===== src/inc/rcs_pkg.sv =====
// constants of the counter control and status register block
// assumes AXI4-Lite with 32-bit data, one register per aligned word
package rcs_pkg;
  // register indices, byte address is four times the index
  localparam logic [5:0]  RCS_IDX_CTRL     = 6'h00;
  localparam logic [5:0]  RCS_IDX_SYNC     = 6'h01;
  localparam logic [5:0]  RCS_IDX_IRQ_EN   = 6'h02;
  localparam logic [5:0]  RCS_IDX_FLAGS    = 6'h03;
  localparam logic [5:0]  RCS_IDX_LATCH    = 6'h04;
  localparam logic [5:0]  RCS_IDX_DEBUG    = 6'h05;
  localparam logic [5:0]  RCS_IDX_TRIM     = 6'h06;
  localparam logic [5:0]  RCS_IDX_CNT_LO   = 6'h08;
  localparam logic [5:0]  RCS_IDX_CNT_HI   = 6'h09;
  localparam logic [5:0]  RCS_IDX_PER_LO   = 6'h0A;
  localparam logic [5:0]  RCS_IDX_PER_HI   = 6'h0B;
  localparam logic [5:0]  RCS_IDX_CMP_LO   = 6'h0C;
  localparam logic [5:0]  RCS_IDX_CMP_HI   = 6'h0D;
  // control and trim field positions
  localparam int          RCS_CTRL_ON_BIT  = 0;
  localparam int          RCS_CTRL_COR_BIT = 2;
  localparam int          RCS_CTRL_DIV_LSB = 3;
  localparam int          RCS_CTRL_SBY_BIT = 7;
  localparam int          RCS_TRIM_SGN_BIT = 7;
  // flag and enable positions
  localparam int          RCS_WRAP_BIT     = 0;
  localparam int          RCS_MATCH_BIT    = 1;
  // sync channels
  localparam int          RCS_SYNC_CH      = 4;
  localparam int          RCS_SY_CTRL      = 0;
  localparam int          RCS_SY_CNT       = 1;
  localparam int          RCS_SY_PER       = 2;
  localparam int          RCS_SY_CMP       = 3;
  localparam logic [1:0]  RCS_SYNC_TICKS   = 2'h2;
  // reset values
  localparam logic [7:0]  RCS_RST_BYTE     = 8'h00;
  localparam logic [15:0] RCS_RST_CNT      = 16'h0000;
  localparam logic [15:0] RCS_RST_PER      = 16'hFFFF;
  localparam logic [15:0] RCS_RST_CMP      = 16'h0000;
  // correction interval in counter clock cycles
  localparam int          RCS_PPM_INTERVAL = 1000000;
  // bus responses
  localparam logic [1:0]  RCS_RESP_OKAY    = 2'h0;
  localparam logic [1:0]  RCS_RESP_SLVERR  = 2'h2;
endpackage


===== src/design/rcs_sync.sv =====
// busy tracking of values crossing into the counter clock
// assumes tick_in is one pulse per counter clock cycle
`timescale 1ns/1ps
module rcs_sync
(
  input  wire logic                            mclk_in,   // system clock
  input  wire logic                            nrst_in,   // sync reset, low
  input  wire logic                            tick_in,   // counter clock pulse
  input  wire logic [rcs_pkg::RCS_SYNC_CH-1:0] load_in,   // new value written
  output logic      [rcs_pkg::RCS_SYNC_CH-1:0] busy_out,  // transfer pending
  output logic      [rcs_pkg::RCS_SYNC_CH-1:0] apply_out  // value takes effect
);
  import rcs_pkg::*;

  genvar g;
  generate
    for (g = 0; g < RCS_SYNC_CH; g++)
    begin : g_ch
      logic [1:0] seen_reg;
      logic       busy_reg;
      // last of the counted ticks releases the value
      assign apply_out[g] = busy_reg && tick_in && !load_in[g] &&
                            (seen_reg == RCS_SYNC_TICKS - 2'h1);
      assign busy_out[g]  = busy_reg;
      always_ff @(posedge mclk_in)
      begin
        if (!nrst_in)
        begin
          busy_reg <= 1'b0;
          seen_reg <= 2'h0;
        end
        else if (load_in[g])
        begin
          busy_reg <= 1'b1;
          seen_reg <= 2'h0;
        end
        else if (apply_out[g])
          busy_reg <= 1'b0;
        else if (busy_reg && tick_in)
          seen_reg <= seen_reg + 2'h1;
      end
    end
  endgenerate
endmodule // rcs_sync


===== src/design/rcs_prescaler.sv =====
// power-of-two prescaler with ppm correction
// assumes tick_in already gated by the run conditions
`timescale 1ns/1ps
module rcs_prescaler
#(
  parameter int PPM_CYC = rcs_pkg::RCS_PPM_INTERVAL
)
(
  input  wire logic       mclk_in,     // system clock
  input  wire logic       nrst_in,     // sync reset, low
  input  wire logic       tick_in,     // counter clock pulse
  input  wire logic [3:0] div_code_in, // divide by 2**code
  input  wire logic       corr_on_in,  // correction enabled
  input  wire logic       sign_in,     // 1 speeds up
  input  wire logic [6:0] error_in,    // clocks per interval
  output logic            tick_out     // prescaled pulse
);
  import rcs_pkg::*;

  logic [15:0] div_cnt_reg;
  logic [19:0] ppm_cnt_reg;
  logic [6:0]  done_reg;
  logic [15:0] mask;
  logic [15:0] sum;
  logic [15:0] step;
  logic        need_corr;
  logic        ppm_end;

  assign mask      = (16'h0001 << div_code_in) - 16'h0001;
  assign need_corr = corr_on_in && (done_reg < error_in);
  // slower drops a step, faster takes two
  assign step      = need_corr ? (sign_in ? 16'h0002 : 16'h0000) : 16'h0001;
  assign sum       = div_cnt_reg + step;
  assign tick_out  = tick_in && (sum > mask);
  assign ppm_end   = ppm_cnt_reg == 20'(PPM_CYC - 1);

  always_ff @(posedge mclk_in)
  begin
    if (!nrst_in)
      div_cnt_reg <= 16'h0000;
    else if (tick_out)
      div_cnt_reg <= (mask == 16'h0000) ? 16'h0000 : sum - mask - 16'h0001;
    else if (tick_in)
      div_cnt_reg <= sum;
  end

  always_ff @(posedge mclk_in)
  begin
    if (!nrst_in)
    begin
      ppm_cnt_reg <= 20'h00000;
      done_reg    <= 7'h00;
    end
    else if (tick_in && ppm_end)
    begin
      ppm_cnt_reg <= 20'h00000;
      done_reg    <= 7'h00;
    end
    else if (tick_in)
    begin
      ppm_cnt_reg <= ppm_cnt_reg + 20'h00001;
      if (need_corr)
        done_reg <= done_reg + 7'h01;
    end
  end
endmodule // rcs_prescaler


===== src/design/rcs_regs.sv =====
// control, status, flag and trim registers of a 16-bit counter
// assumes an AXI4-Lite master and a counter clock given as tick pulses
`timescale 1ns/1ps
module rcs_regs
#(
  parameter int PPM_CYC = rcs_pkg::RCS_PPM_INTERVAL
)
(
  input  wire logic        mclk_in,          // 250 MHz clock
  input  wire logic        nrst_in,          // sync reset, low
  input  wire logic [7:0]  s_axi_awaddr,     // write address
  input  wire logic [2:0]  s_axi_awprot,     // unused
  input  wire logic        s_axi_awvalid,    // write address valid
  output logic             s_axi_awready,    // write address ready
  input  wire logic [31:0] s_axi_wdata,      // write data
  input  wire logic [3:0]  s_axi_wstrb,      // byte enables
  input  wire logic        s_axi_wvalid,     // write data valid
  output logic             s_axi_wready,     // write data ready
  output logic [1:0]       s_axi_bresp,      // write response
  output logic             s_axi_bvalid,     // write response valid
  input  wire logic        s_axi_bready,     // write response ready
  input  wire logic [7:0]  s_axi_araddr,     // read address
  input  wire logic [2:0]  s_axi_arprot,     // unused
  input  wire logic        s_axi_arvalid,    // read address valid
  output logic             s_axi_arready,    // read address ready
  output logic [31:0]      s_axi_rdata,      // read data
  output logic [1:0]       s_axi_rresp,      // read response
  output logic             s_axi_rvalid,     // read data valid
  input  wire logic        s_axi_rready,     // read data ready
  input  wire logic        rtc_tick_in,      // counter clock pulse
  input  wire logic        standby_in,       // standby sleep active
  input  wire logic        cpu_halted_in,    // processor in break
  output logic             irq_out,          // interrupt request
  output logic             match_evt_out,    // compare event pulse
  output logic             wrap_evt_out      // overflow event pulse
);
  import rcs_pkg::*;

  logic [7:0]  ctrl_reg;
  logic [7:0]  ctrl_eff_reg;
  logic [1:0]  irq_en_reg;
  logic [1:0]  flags_reg;
  logic [1:0]  flags_next;
  logic [7:0]  latch_reg;
  logic        dbg_run_reg;
  logic [7:0]  trim_reg;
  logic [15:0] cnt_reg;
  logic [15:0] cnt_wr_reg;
  logic [15:0] per_reg;
  logic [15:0] per_eff_reg;
  logic [15:0] cmp_reg;
  logic [15:0] cmp_eff_reg;
  logic        aw_held_reg;
  logic [5:0]  aw_idx_reg;
  logic        w_held_reg;
  logic [7:0]  w_byte_reg;
  logic        w_lane_reg;
  logic        bvalid_reg;
  logic [1:0]  bresp_reg;
  logic        rvalid_reg;
  logic [7:0]  rdata_reg;
  logic [1:0]  rresp_reg;
  logic        match_evt_reg;
  logic        wrap_evt_reg;
  logic        do_write;
  logic        wr_ok;
  logic        wr_en;
  logic        rd_take;
  logic [5:0]  rd_idx;
  logic [7:0]  rd_byte;
  logic        rd_ok;
  logic        run;
  logic        presc_tick;
  logic        wrap;
  logic        match;
  logic [15:0] cnt_next;
  logic [1:0]  flag_clr;
  logic [RCS_SYNC_CH-1:0] sync_load;
  logic [RCS_SYNC_CH-1:0] sync_busy;
  logic [RCS_SYNC_CH-1:0] sync_apply;

  function automatic logic idx_mapped(input logic [5:0] idx);
    idx_mapped = (idx <= RCS_IDX_TRIM) || ((idx >= RCS_IDX_CNT_LO) && (idx <= RCS_IDX_CMP_HI));
  endfunction

  // write channel: address and data taken in either order
  assign s_axi_awready = !aw_held_reg;
  assign s_axi_wready  = !w_held_reg;
  assign s_axi_bvalid  = bvalid_reg;
  assign s_axi_bresp   = bresp_reg;
  assign do_write      = aw_held_reg && w_held_reg && !bvalid_reg;
  assign wr_ok         = idx_mapped(aw_idx_reg);
  assign wr_en         = do_write && wr_ok && w_lane_reg;

  always_ff @(posedge mclk_in)
  begin
    if (!nrst_in)
    begin
      aw_held_reg <= 1'b0;
      aw_idx_reg  <= 6'h00;
      w_held_reg  <= 1'b0;
      w_byte_reg  <= 8'h00;
      w_lane_reg  <= 1'b0;
      bvalid_reg  <= 1'b0;
      bresp_reg   <= RCS_RESP_OKAY;
    end
    else
    begin
      if (s_axi_awvalid && !aw_held_reg)
      begin
        aw_held_reg <= 1'b1;
        aw_idx_reg  <= s_axi_awaddr[7:2];
      end
      else if (do_write)
        aw_held_reg <= 1'b0;
      if (s_axi_wvalid && !w_held_reg)
      begin
        w_held_reg <= 1'b1;
        w_byte_reg <= s_axi_wdata[7:0];
        w_lane_reg <= s_axi_wstrb[0];
      end
      else if (do_write)
        w_held_reg <= 1'b0;
      if (do_write)
      begin
        bvalid_reg <= 1'b1;
        bresp_reg  <= wr_ok ? RCS_RESP_OKAY : RCS_RESP_SLVERR;
      end
      else if (s_axi_bready)
        bvalid_reg <= 1'b0;
    end
  end

  // read channel
  assign s_axi_arready = !rvalid_reg;
  assign s_axi_rvalid  = rvalid_reg;
  assign s_axi_rresp   = rresp_reg;
  assign s_axi_rdata   = {24'h000000, rdata_reg};
  assign rd_take       = s_axi_arvalid && !rvalid_reg;
  assign rd_idx        = s_axi_araddr[7:2];
  assign rd_ok         = idx_mapped(rd_idx);

  always_comb
  begin
    rd_byte = 8'h00;
    unique case (rd_idx)
      RCS_IDX_CTRL:   rd_byte = ctrl_reg;
      RCS_IDX_SYNC:   rd_byte = {4'h0, sync_busy};
      RCS_IDX_IRQ_EN: rd_byte = {6'h00, irq_en_reg};
      RCS_IDX_FLAGS:  rd_byte = {6'h00, flags_reg};
      RCS_IDX_LATCH:  rd_byte = latch_reg;
      RCS_IDX_DEBUG:  rd_byte = {7'h00, dbg_run_reg};
      RCS_IDX_TRIM:   rd_byte = trim_reg;
      RCS_IDX_CNT_LO: rd_byte = cnt_reg[7:0];
      RCS_IDX_PER_LO: rd_byte = per_reg[7:0];
      RCS_IDX_CMP_LO: rd_byte = cmp_reg[7:0];
      RCS_IDX_CNT_HI, RCS_IDX_PER_HI, RCS_IDX_CMP_HI: rd_byte = latch_reg;
      default:        rd_byte = 8'h00;
    endcase
  end

  always_ff @(posedge mclk_in)
  begin
    if (!nrst_in)
    begin
      rvalid_reg <= 1'b0;
      rdata_reg  <= 8'h00;
      rresp_reg  <= RCS_RESP_OKAY;
    end
    else if (rd_take)
    begin
      rvalid_reg <= 1'b1;
      rdata_reg  <= rd_byte;
      rresp_reg  <= rd_ok ? RCS_RESP_OKAY : RCS_RESP_SLVERR;
    end
    else if (s_axi_rready)
      rvalid_reg <= 1'b0;
  end

  // shared byte latch: low-byte write fills it, low-byte read snapshots high byte
  always_ff @(posedge mclk_in)
  begin
    if (!nrst_in)
      latch_reg <= RCS_RST_BYTE;
    else if (rd_take && rd_idx == RCS_IDX_CNT_LO)
      latch_reg <= cnt_reg[15:8];
    else if (rd_take && rd_idx == RCS_IDX_PER_LO)
      latch_reg <= per_reg[15:8];
    else if (rd_take && rd_idx == RCS_IDX_CMP_LO)
      latch_reg <= cmp_reg[15:8];
    else if (wr_en && (aw_idx_reg == RCS_IDX_LATCH || aw_idx_reg == RCS_IDX_CNT_LO ||
                       aw_idx_reg == RCS_IDX_PER_LO || aw_idx_reg == RCS_IDX_CMP_LO))
      latch_reg <= w_byte_reg;
  end

  // software registers
  always_ff @(posedge mclk_in)
  begin
    if (!nrst_in)
    begin
      ctrl_reg    <= RCS_RST_BYTE;
      irq_en_reg  <= 2'h0;
      dbg_run_reg <= 1'b0;
      trim_reg    <= RCS_RST_BYTE;
      cnt_wr_reg  <= RCS_RST_CNT;
      per_reg     <= RCS_RST_PER;
      cmp_reg     <= RCS_RST_CMP;
    end
    else if (wr_en)
    begin
      unique case (aw_idx_reg)
        RCS_IDX_CTRL:   ctrl_reg    <= w_byte_reg;
        RCS_IDX_IRQ_EN: irq_en_reg  <= w_byte_reg[1:0];
        RCS_IDX_DEBUG:  dbg_run_reg <= w_byte_reg[0];
        RCS_IDX_TRIM:   trim_reg    <= w_byte_reg;
        RCS_IDX_CNT_HI: cnt_wr_reg  <= {w_byte_reg, latch_reg};
        RCS_IDX_PER_HI: per_reg     <= {w_byte_reg, latch_reg};
        RCS_IDX_CMP_HI: cmp_reg     <= {w_byte_reg, latch_reg};
        default:        ;
      endcase
    end
  end

  // crossing into the counter clock
  always_comb
  begin
    sync_load              = '0;
    sync_load[RCS_SY_CTRL] = wr_en && aw_idx_reg == RCS_IDX_CTRL;
    sync_load[RCS_SY_CNT]  = wr_en && aw_idx_reg == RCS_IDX_CNT_HI;
    sync_load[RCS_SY_PER]  = wr_en && aw_idx_reg == RCS_IDX_PER_HI;
    sync_load[RCS_SY_CMP]  = wr_en && aw_idx_reg == RCS_IDX_CMP_HI;
  end

  rcs_sync u_sync (
    .mclk_in   (mclk_in),
    .nrst_in   (nrst_in),
    .tick_in   (rtc_tick_in),
    .load_in   (sync_load),
    .busy_out  (sync_busy),
    .apply_out (sync_apply)
  );

  always_ff @(posedge mclk_in)
  begin
    if (!nrst_in)
    begin
      ctrl_eff_reg <= RCS_RST_BYTE;
      per_eff_reg  <= RCS_RST_PER;
      cmp_eff_reg  <= RCS_RST_CMP;
    end
    else
    begin
      if (sync_apply[RCS_SY_CTRL])
        ctrl_eff_reg <= ctrl_reg;
      if (sync_apply[RCS_SY_PER])
        per_eff_reg <= per_reg;
      if (sync_apply[RCS_SY_CMP])
        cmp_eff_reg <= cmp_reg;
    end
  end

  // counter core
  assign run = ctrl_eff_reg[RCS_CTRL_ON_BIT]
               && !(standby_in && !ctrl_eff_reg[RCS_CTRL_SBY_BIT])
               && !(cpu_halted_in && !dbg_run_reg);

  rcs_prescaler #(
    .PPM_CYC (PPM_CYC)
  ) u_presc (
    .mclk_in     (mclk_in),
    .nrst_in     (nrst_in),
    .tick_in     (rtc_tick_in && run),
    .div_code_in (ctrl_eff_reg[RCS_CTRL_DIV_LSB +: 4]),
    .corr_on_in  (ctrl_eff_reg[RCS_CTRL_COR_BIT]),
    .sign_in     (trim_reg[RCS_TRIM_SGN_BIT]),
    .error_in    (trim_reg[6:0]),
    .tick_out    (presc_tick)
  );

  assign wrap     = presc_tick && (cnt_reg == per_eff_reg);
  assign cnt_next = wrap ? 16'h0000 : cnt_reg + 16'h0001;
  assign match    = presc_tick && (cnt_next == cmp_eff_reg);

  always_ff @(posedge mclk_in)
  begin
    if (!nrst_in)
      cnt_reg <= RCS_RST_CNT;
    else if (sync_apply[RCS_SY_CNT])
      cnt_reg <= cnt_wr_reg;
    else if (presc_tick)
      cnt_reg <= cnt_next;
  end

  // flags: a set in the clearing cycle wins
  assign flag_clr   = (wr_en && aw_idx_reg == RCS_IDX_FLAGS) ? w_byte_reg[1:0] : 2'h0;
  assign flags_next = {match, wrap} | (flags_reg & ~flag_clr);

  always_ff @(posedge mclk_in)
  begin
    if (!nrst_in)
    begin
      flags_reg     <= 2'h0;
      match_evt_reg <= 1'b0;
      wrap_evt_reg  <= 1'b0;
    end
    else
    begin
      flags_reg     <= flags_next;
      match_evt_reg <= match;
      wrap_evt_reg  <= wrap;
    end
  end

  assign irq_out       = |(flags_reg & irq_en_reg);
  assign match_evt_out = match_evt_reg;
  assign wrap_evt_out  = wrap_evt_reg;
endmodule // rcs_regs


===== config.mk =====
export PLATFORM = sky130hd
export DESIGN_NAME = rcs_regs
export DESIGN_NICKNAME = d
export VERILOG_FILES = /design/src/inc/rcs_pkg.sv /design/src/design/rcs_sync.sv /design/src/design/rcs_prescaler.sv /design/src/design/rcs_regs.sv
export SDC_FILE = /design/constraint.sdc
export NUM_CORES = 1
export LEC_CHECK = 0
export BUFFER_PORTS_ARGS = -buffer_cell sky130_fd_sc_hd__buf_2
export CAP_MARGIN = 20
export CORE_MARGIN = 2
export CORE_UTILIZATION = 52
export DETAILED_ROUTE_END_ITERATION = 16
export PLACE_DENSITY = 0.76
export SLEW_MARGIN = 40
export SYNTH_ARGS = -nofsm -noshare
export SYNTH_HDL_FRONTEND = slang
export SYNTH_SLANG_ARGS = --single-unit

===== constraint.sdc =====
create_clock -name mclk_in -period 9.64 [get_ports mclk_in]
set_input_delay 1.928 -clock mclk_in [delete_from_list [all_inputs] [get_ports mclk_in]]
set_output_delay 1.928 -clock mclk_in [all_outputs]
set_load 0.005 [all_outputs]

# Word-level counts from Yosys, hierarchy flattened
# Cells that the tools add are included.
[totals] register_bits=221 inputBits=68
[classes] n_addsub=11 order_cmp=8 n_eq_ne=30 n_shift=1 muxes=31 n_bitwise=9 reduce_logical=90
[ops] operator="16-bit two-way mux" n=7
[ops] operator="8-bit case mux with 10 select lines" n=1
[ops] operator="6-bit by 4-bit == test with 1-bit output (second input constant)" n=12
[ops] operator="1-bit logical AND" n=40
[ops] operator="6-bit by 3-bit == test with 1-bit output (second input constant)" n=6
[ops] operator="16-bit == test" n=2
[ops] operator="8-bit two-way mux" n=4
[ops] operator="16-bit by 1-bit subtractor with 16-bit output (second input constant)" n=2
[ops] operator="6-bit by 2-bit == test with 1-bit output (second input constant)" n=4
[ops] operator="2-bit AND reduction" n=12
[ops] operator="20-bit by 1-bit adder with 20-bit output (second input constant)" n=1
[ops] operator="20-bit == test (second input constant)" n=1
[ops] operator="2-bit nonzero test" n=10
[ops] operator="16-bit by 1-bit adder with 16-bit output (second input constant)" n=1
[ops] operator="16-bit adder" n=1
[ops] operator="16-bit greater-than comparator" n=1
[ops] operator="16-bit zero test" n=1
[ops] operator="1-bit by 4-bit << shifter with 16-bit output (first input constant)" n=1
[ops] operator="16-bit subtractor" n=1
[ops] operator="1-bit two-way mux" n=15
[ops] operator="6-bit by 4-bit greater-or-equal comparator with 1-bit output (second input constant)" n=2
[ops] operator="6-bit by 3-bit less-or-equal comparator with 1-bit output (second input constant)" n=2
[ops] operator="6-bit by 4-bit less-or-equal comparator with 1-bit output (second input constant)" n=2
[ops] operator="1-bit zero test" n=12
[ops] operator="other kinds (15)" n=39

# Longest topological paths before layout
[depth] word_depth=12 depth_mapped=26 mapped_depth_nobuf=24

# By module
# Synthesis repeated with hierarchy kept, for this count alone.
[hier_totals] hier_cells=1494 hier_area_um2=12727.2
[by_module_without_submodules] module="rcs_regs" n_inst=1 cells_per_inst=973 area_per_inst_um2=8565.7 seq_area_each_um2=3263.1
[by_module_without_submodules] module="rcs_prescaler" n_inst=1 cells_per_inst=455 area_per_inst_um2=3480.8 seq_area_each_um2=860.8
[by_module_without_submodules] module="rcs_sync" n_inst=1 cells_per_inst=66 area_per_inst_um2=680.7 seq_area_each_um2=240.2

# Worst setup path before layout
# OpenSTA, ideal clock, no wires.
[synth_timing] path_kind="register -> register" from="register trim_reg[1]" to="register u_presc.div_cnt_reg[14]" setup_ns=0.086 arrival_time_ns=4.881 path_slack_ns=4.673 stages_incl_launch_ff=24 path_buffers=1 path_cell_list="dfxtp_1 -> inv_1 -> ha_1 -> a21o_1 -> a21o_1 -> a21oi_1 -> o2111a_1 -> and2_1 -> ha_1 -> a21oi_1 -> nor2_1 -> nand3_1 -> or4_1 -> xnor2_1 -> ha_1 -> nand4_1 -> nor3b_2 -> a21boi_1 -> o31ai_4 -> a31oi_4 -> buf_6 -> nand2_1 -> mux2_4 -> a221oi_2"
[synth_via] elab_chain_cells=8 word_cells_on_any_way=12 cone_classes="add/sub (3); order compare (2); mux (4); reduce/logical (3)"
[synth_rtl] element="start, declared" line="rcs_regs.sv:46" rtl="logic [7:0] trim_reg;"
[synth_rtl] element="start signal, assigned" line="rcs_regs.sv:215" rtl="RCS_IDX_TRIM: trim_reg <= w_byte_reg;"
[synth_rtl] element="7-bit < comparator (*)" line="rcs_prescaler.sv:30" rtl="assign need_corr = corr_on_in && (done_reg < error_in);"
[synth_rtl] element="1-bit logical AND (*)" line="rcs_prescaler.sv:30"
[synth_rtl] element="16-bit two-way mux (*)" line="rcs_prescaler.sv:32" rtl="assign step = need_corr ? (sign_in ? 16'h0002 : 16'h0000) : 16'h0001;"
[synth_rtl] element="16-bit adder (*)" line="rcs_prescaler.sv:33" rtl="assign sum = div_cnt_reg + step;"
[synth_rtl] element="16-bit subtractor" line="rcs_prescaler.sv:42" rtl="div_cnt_reg <= (mask == 16'h0000) ? 16'h0000 : sum - mask - 16'h0001;"
[synth_rtl] element="16-bit by 1-bit subtractor with 16-bit output" line="rcs_prescaler.sv:42"
[synth_rtl] element="16-bit two-way mux" line="rcs_prescaler.sv:42"
[synth_rtl] element="16-bit two-way mux" line="rcs_prescaler.sv:41" rtl="else if (tick_out)"
[synth_rtl] element="end signal, assigned" line="rcs_prescaler.sv:42"
[synth_rtl] element="end signal, assigned" line="rcs_prescaler.sv:44" rtl="div_cnt_reg <= sum;"
[synth_rtl] element="end, declared" line="rcs_prescaler.sv:20" rtl="logic [15:0] div_cnt_reg;"
# Every way passes the cells marked *; elsewhere a longest branch is shown, timed or not. The select of a mux whose other input is x is not followed.
# A chain may end at the register's enable or synchronous reset.

# Worst setup path in the final report
[layout_timing] from="register trim_reg[1]" to="register match_evt_reg (netlist: match_evt_out)"
[layout_via] elab_chain_cells=10
[layout_rtl] element="7-bit < comparator (*)" line="rcs_prescaler.sv:30"
[layout_rtl] element="1-bit logical AND (*)" line="rcs_prescaler.sv:30"
[layout_rtl] element="16-bit two-way mux (*)" line="rcs_prescaler.sv:32"
[layout_rtl] element="16-bit adder (*)" line="rcs_prescaler.sv:33"
[layout_rtl] element="16-bit greater-than comparator (*)" line="rcs_prescaler.sv:34" rtl="assign tick_out = tick_in && (sum > mask);"
[layout_rtl] element="1-bit logical AND (*)" line="rcs_prescaler.sv:34"
[layout_rtl] element="1-bit logical AND" line="rcs_regs.sv:280" rtl="assign wrap = presc_tick && (cnt_reg == per_eff_reg);"
[layout_rtl] element="16-bit two-way mux" line="rcs_regs.sv:281" rtl="assign cnt_next = wrap ? 16'h0000 : cnt_reg + 16'h0001;"
[layout_rtl] element="16-bit == test" line="rcs_regs.sv:282" rtl="assign match = presc_tick && (cnt_next == cmp_eff_reg);"
[layout_rtl] element="1-bit logical AND (*)" line="rcs_regs.sv:282"
[layout_rtl] element="end signal, assigned" line="rcs_regs.sv:309" rtl="match_evt_reg <= match;"
[layout_rtl] element="end, declared" line="rcs_regs.sv:63" rtl="logic match_evt_reg;"
# Every way passes the cells marked *; elsewhere a longest branch is shown, timed or not.

==> reports/results.txt <==
Outcome: finished clean
Die area: 23,800 sq um
Flop-to-flop setup slack: 3.30 ns
Synth Area in Adders: 0.0396
CP Class: reg2reg
Worst hold stages: 2
GRT busiest layer: met2
Yosys warns: 0
Critical R2R Capture: match_evt_out
Max reg flops: 20
Initial antenna violation count: 0
Post-Route WL: 30,900 um
PD cells: 154 nW/um^2
IR drop worst, VDD: 137 uV
Startpoint types: register
Multiplexer share of the synthesized area: 0.0564
Post-route ant nets: 0
Setup tns final: 0 ns
Synthesized area per cell: 7.89 sq um
Net switching power: 0.442 mW
Layout overhead on the synthesized area: 9.22%
Largest net degree at the start of global routing: 74
CP endpoint kind: register
Commonest cells in the netlist: nand2_1 (263), dfxtp_1 (218), nor2_1 (161), a21oi_1 (130), nand3_1 (68)
Avg Vias per Cell: 5.85
HP Start: cnt_wr_reg[12]
Cts repair resizes: 0
Worst relative slew slack: 0.468
Worst-margin pin slew: 0.795 ns
Final instance area: 12,800 sq um
Largest family of logic cells by synthesized area: simple AND/OR/NAND/NOR gates
Critical-path maximum fanout: 14
Sequential share of power: 0.465
Clk sink count: 218
Netlist Area Pre-Place: 11,800 sq um
Drt initial violations: 957
Synth area leaders: dfxtp_1 (37%), nand2_1 (8.4%), a21oi_1 (5.5%)
Core area: 22,400 sq um
Pint: 1.54 mW
Max-cap check violation count: 0
WHS Endpoint: cnt_wr_reg[12]
Top-area cell type share of the netlist area: 0.371
Post-Synth Simple-Gate Area: 0.243
Setup Buffers After CTS: 0
Post-synth top area cell: dfxtp_1
Clk root buf: clkbuf_16
Max-slew violation count: 0
Worst Path Arrival: 6.74 ns
Min Hold Slack: 0.453 ns
Compound-Gate Fraction of Synth Area: 0.160
Initial core utilization: 0.524
TritonCTS clock tree: done
DRC viols: 0
CTS buffer count: 25
Diode count: 0
Share of cells above drive strength 1: 0.0860
GR Util All Layers: 0.257
Post-synthesis cell type count: 83
Drt pass-1 iters: 6
Port buffer count: 48
Switching Share: 0.223
Hold crit path type: reg2reg
Leakage: 5.15 nW
Die X: 154 um
Post-synth ARST share: 0
Die Ht: 154 um
Global Route met2 Usage: 0.425
DP Area: 12,000 sq um
Met1 Use GR: 0.345
CTS HTree Levels: 1
Total congestion overflow: 0
WL per Instance: 17.3 um
Reg2reg start: trim_reg[1]
Post-CTS Hold Fix Bufs: 0
I/O pin total: 112
Tcrit/Tclk final: 0.658
Net count, final: 1,587
Placed wire-length estimate: 21,200 um
Fill cell count: 2,027
Final setup violation count: 0
Seq cells post-synth: 218
Most frequent cell after synthesis: nand2_1
First-pass GRT wire length: 50,400 um
Critical path required time: 10.04 ns
XOR/XNOR Fraction of Synth Area: 0.0676
Clock skew: 0.0208 ns
Seq/Total Area, Yosys: 0.371
R2r worst-path depth: 23
Fmax: 0.158 GHz
RSZ-0062 raised after global routing: no
Combinational power share: 0.035
Final Critical Period: 6.34 ns
# rows: 55
Synth Instances: 1,489
Clk pin slew, worst setup/hold paths: 0.06 ns
Number of global-route vias before repair: 9,879
Clk buf depth: 3
Met3 usage: 0.0378
Top FF cell, synth: dfxtp_1
Clk pwr share: 0.500
Via count: 10,500
Post-synth EDFFs: 0
Clock insertion delay at the later pin of the skew report: 0.54 ns
Final hold vios: 0
Core Util, Final: 0.572
GP Congestion: 0.912
[how the worst max path moves through the flow]
| stage | from | end | slack, ns | cells past startpoint |
|---|---|---|---|---|
| after floorplan | trim_reg[1] | u_presc.div_cnt_reg[14] | 4.67 | 23 |
| after detailed placement | trim_reg[1] | match_evt_out | 3.51 | 23 |
| after global placement | trim_reg[1] | match_evt_out | 3.49 | 22 |
| after global routing | trim_reg[1] | match_evt_out | 3.08 | 23 |
| final | trim_reg[1] | match_evt_out | 3.30 | 23 |
| after CTS | trim_reg[1] | match_evt_out | 3.45 | 23 |
[power by group through the flow]
stage	Combinational, mW	Clock [mW]	Sequential (mW)
6_report	0.0690	0.988	0.920
5_1_grt	0.0771	1.03	0.920
4_1_cts	0.0676	0.999	0.919
3_5_place_dp	0.0672	0	0.939
3_3_place_gp	0.0657	0	0.939
2_1_floorplan	0.0568	0	0.932
[placed cells by master, fill, tap and decap left out, types with 6 or more instances in the layout]
| cell | count |
|---|---|
| mux2i_1 | 58 |
| nor2b_1 | 11 |
| clkbuf_1 | 7 |
| nor2_1 | 161 |
| xnor2_1 | 49 |
| nand3_1 | 67 |
| nand3b_1 | 7 |
| and2_1 | 14 |
| nand2_1 | 262 |
| a31oi_1 | 11 |
| and4_1 | 9 |
| nand2b_1 | 9 |
| a22oi_1 | 7 |
| buf_2 | 48 |
| o21ai_0 | 63 |
| clkbuf_16 | 25 |
| conb_1 | 27 |
| nand4_1 | 26 |
| clkbuf_8 | 6 |
| dfxtp_1 | 218 |
| and3_1 | 6 |
| a21o_1 | 14 |
| a211oi_1 | 15 |
| a21oi_1 | 130 |
| buf_4 | 11 |
| inv_1 | 31 |
| nor3_1 | 21 |
| a221oi_1 | 10 |
| xor2_1 | 39 |
| ha_1 | 34 |
| or3_1 | 6 |
[per-stage QoR]
step / cells / setup WS, ns / total power, mW
final: 1785 / 3.30 / 1.98
after detailed placement: 1740 / 3.51 / 1.01
after global routing: 1785 / 3.08 / 2.03
after CTS: 1784 / 3.45 / 1.99
after global placement: 1739 / 3.49 / 1.00
after floorplan: 1514 / 4.67 / 0.988
[layer usage]
layer | up-vias | routed length (um)
met2 | 425 | 14100
li1 | 5081 | -
met1 | 4888 | 13700
met4 | 0 | 756
met3 | 57 | 2260
met5 | - | 0
[kinds of logic (layout without fill, tap and decap cells)]
logic type | count (synthesis) | count (layout)
AOI/OAI and AO/OA | 301 | 301
muxes | 64 | 64
other | 2 | 27
DFF | 218 | 218
xor gates and xnor gates | 89 | 89
buffers and inverters | 150 | 136
and+or+nand+nor | 629 | 629
adders and majority gates | 36 | 36
[area by class of cell]
type,instances,area (sq um),share of cell area
multi-input cells,1146,6790,0.529
well taps,285,357,0.0278
clock buffers,38,734,0.0572
repair buffers,60,343,0.0267
inverters,32,123,0.00955
clock inverters,6,120,0.00936
flip-flops and latches,218,4360,0.340
[worst max-delay path: stages (launching register included)]
cell      delay [ns]
dfxtp_1         0.39
inv_1           0.07
ha_1            0.29
a21o_1          0.16
a21o_1          0.17
a21oi_1         0.15
o2111a_1        0.38
and2_1          0.23
ha_1            0.14
a21oi_1         0.10
nor2_1          0.26
nand3_1         0.28
nor2_1          0.34
nand3_1         0.15
xnor2_1         0.17
ha_1            0.43
nand4_1         0.20
nor3b_2         0.33
a21boi_1        0.35
o311a_2         0.51
mux2_1          0.36
o21ai_1         0.21
o21ai_1         0.14
nor3_1          0.35
Note: power is estimated with default switching activity, not from simulation.
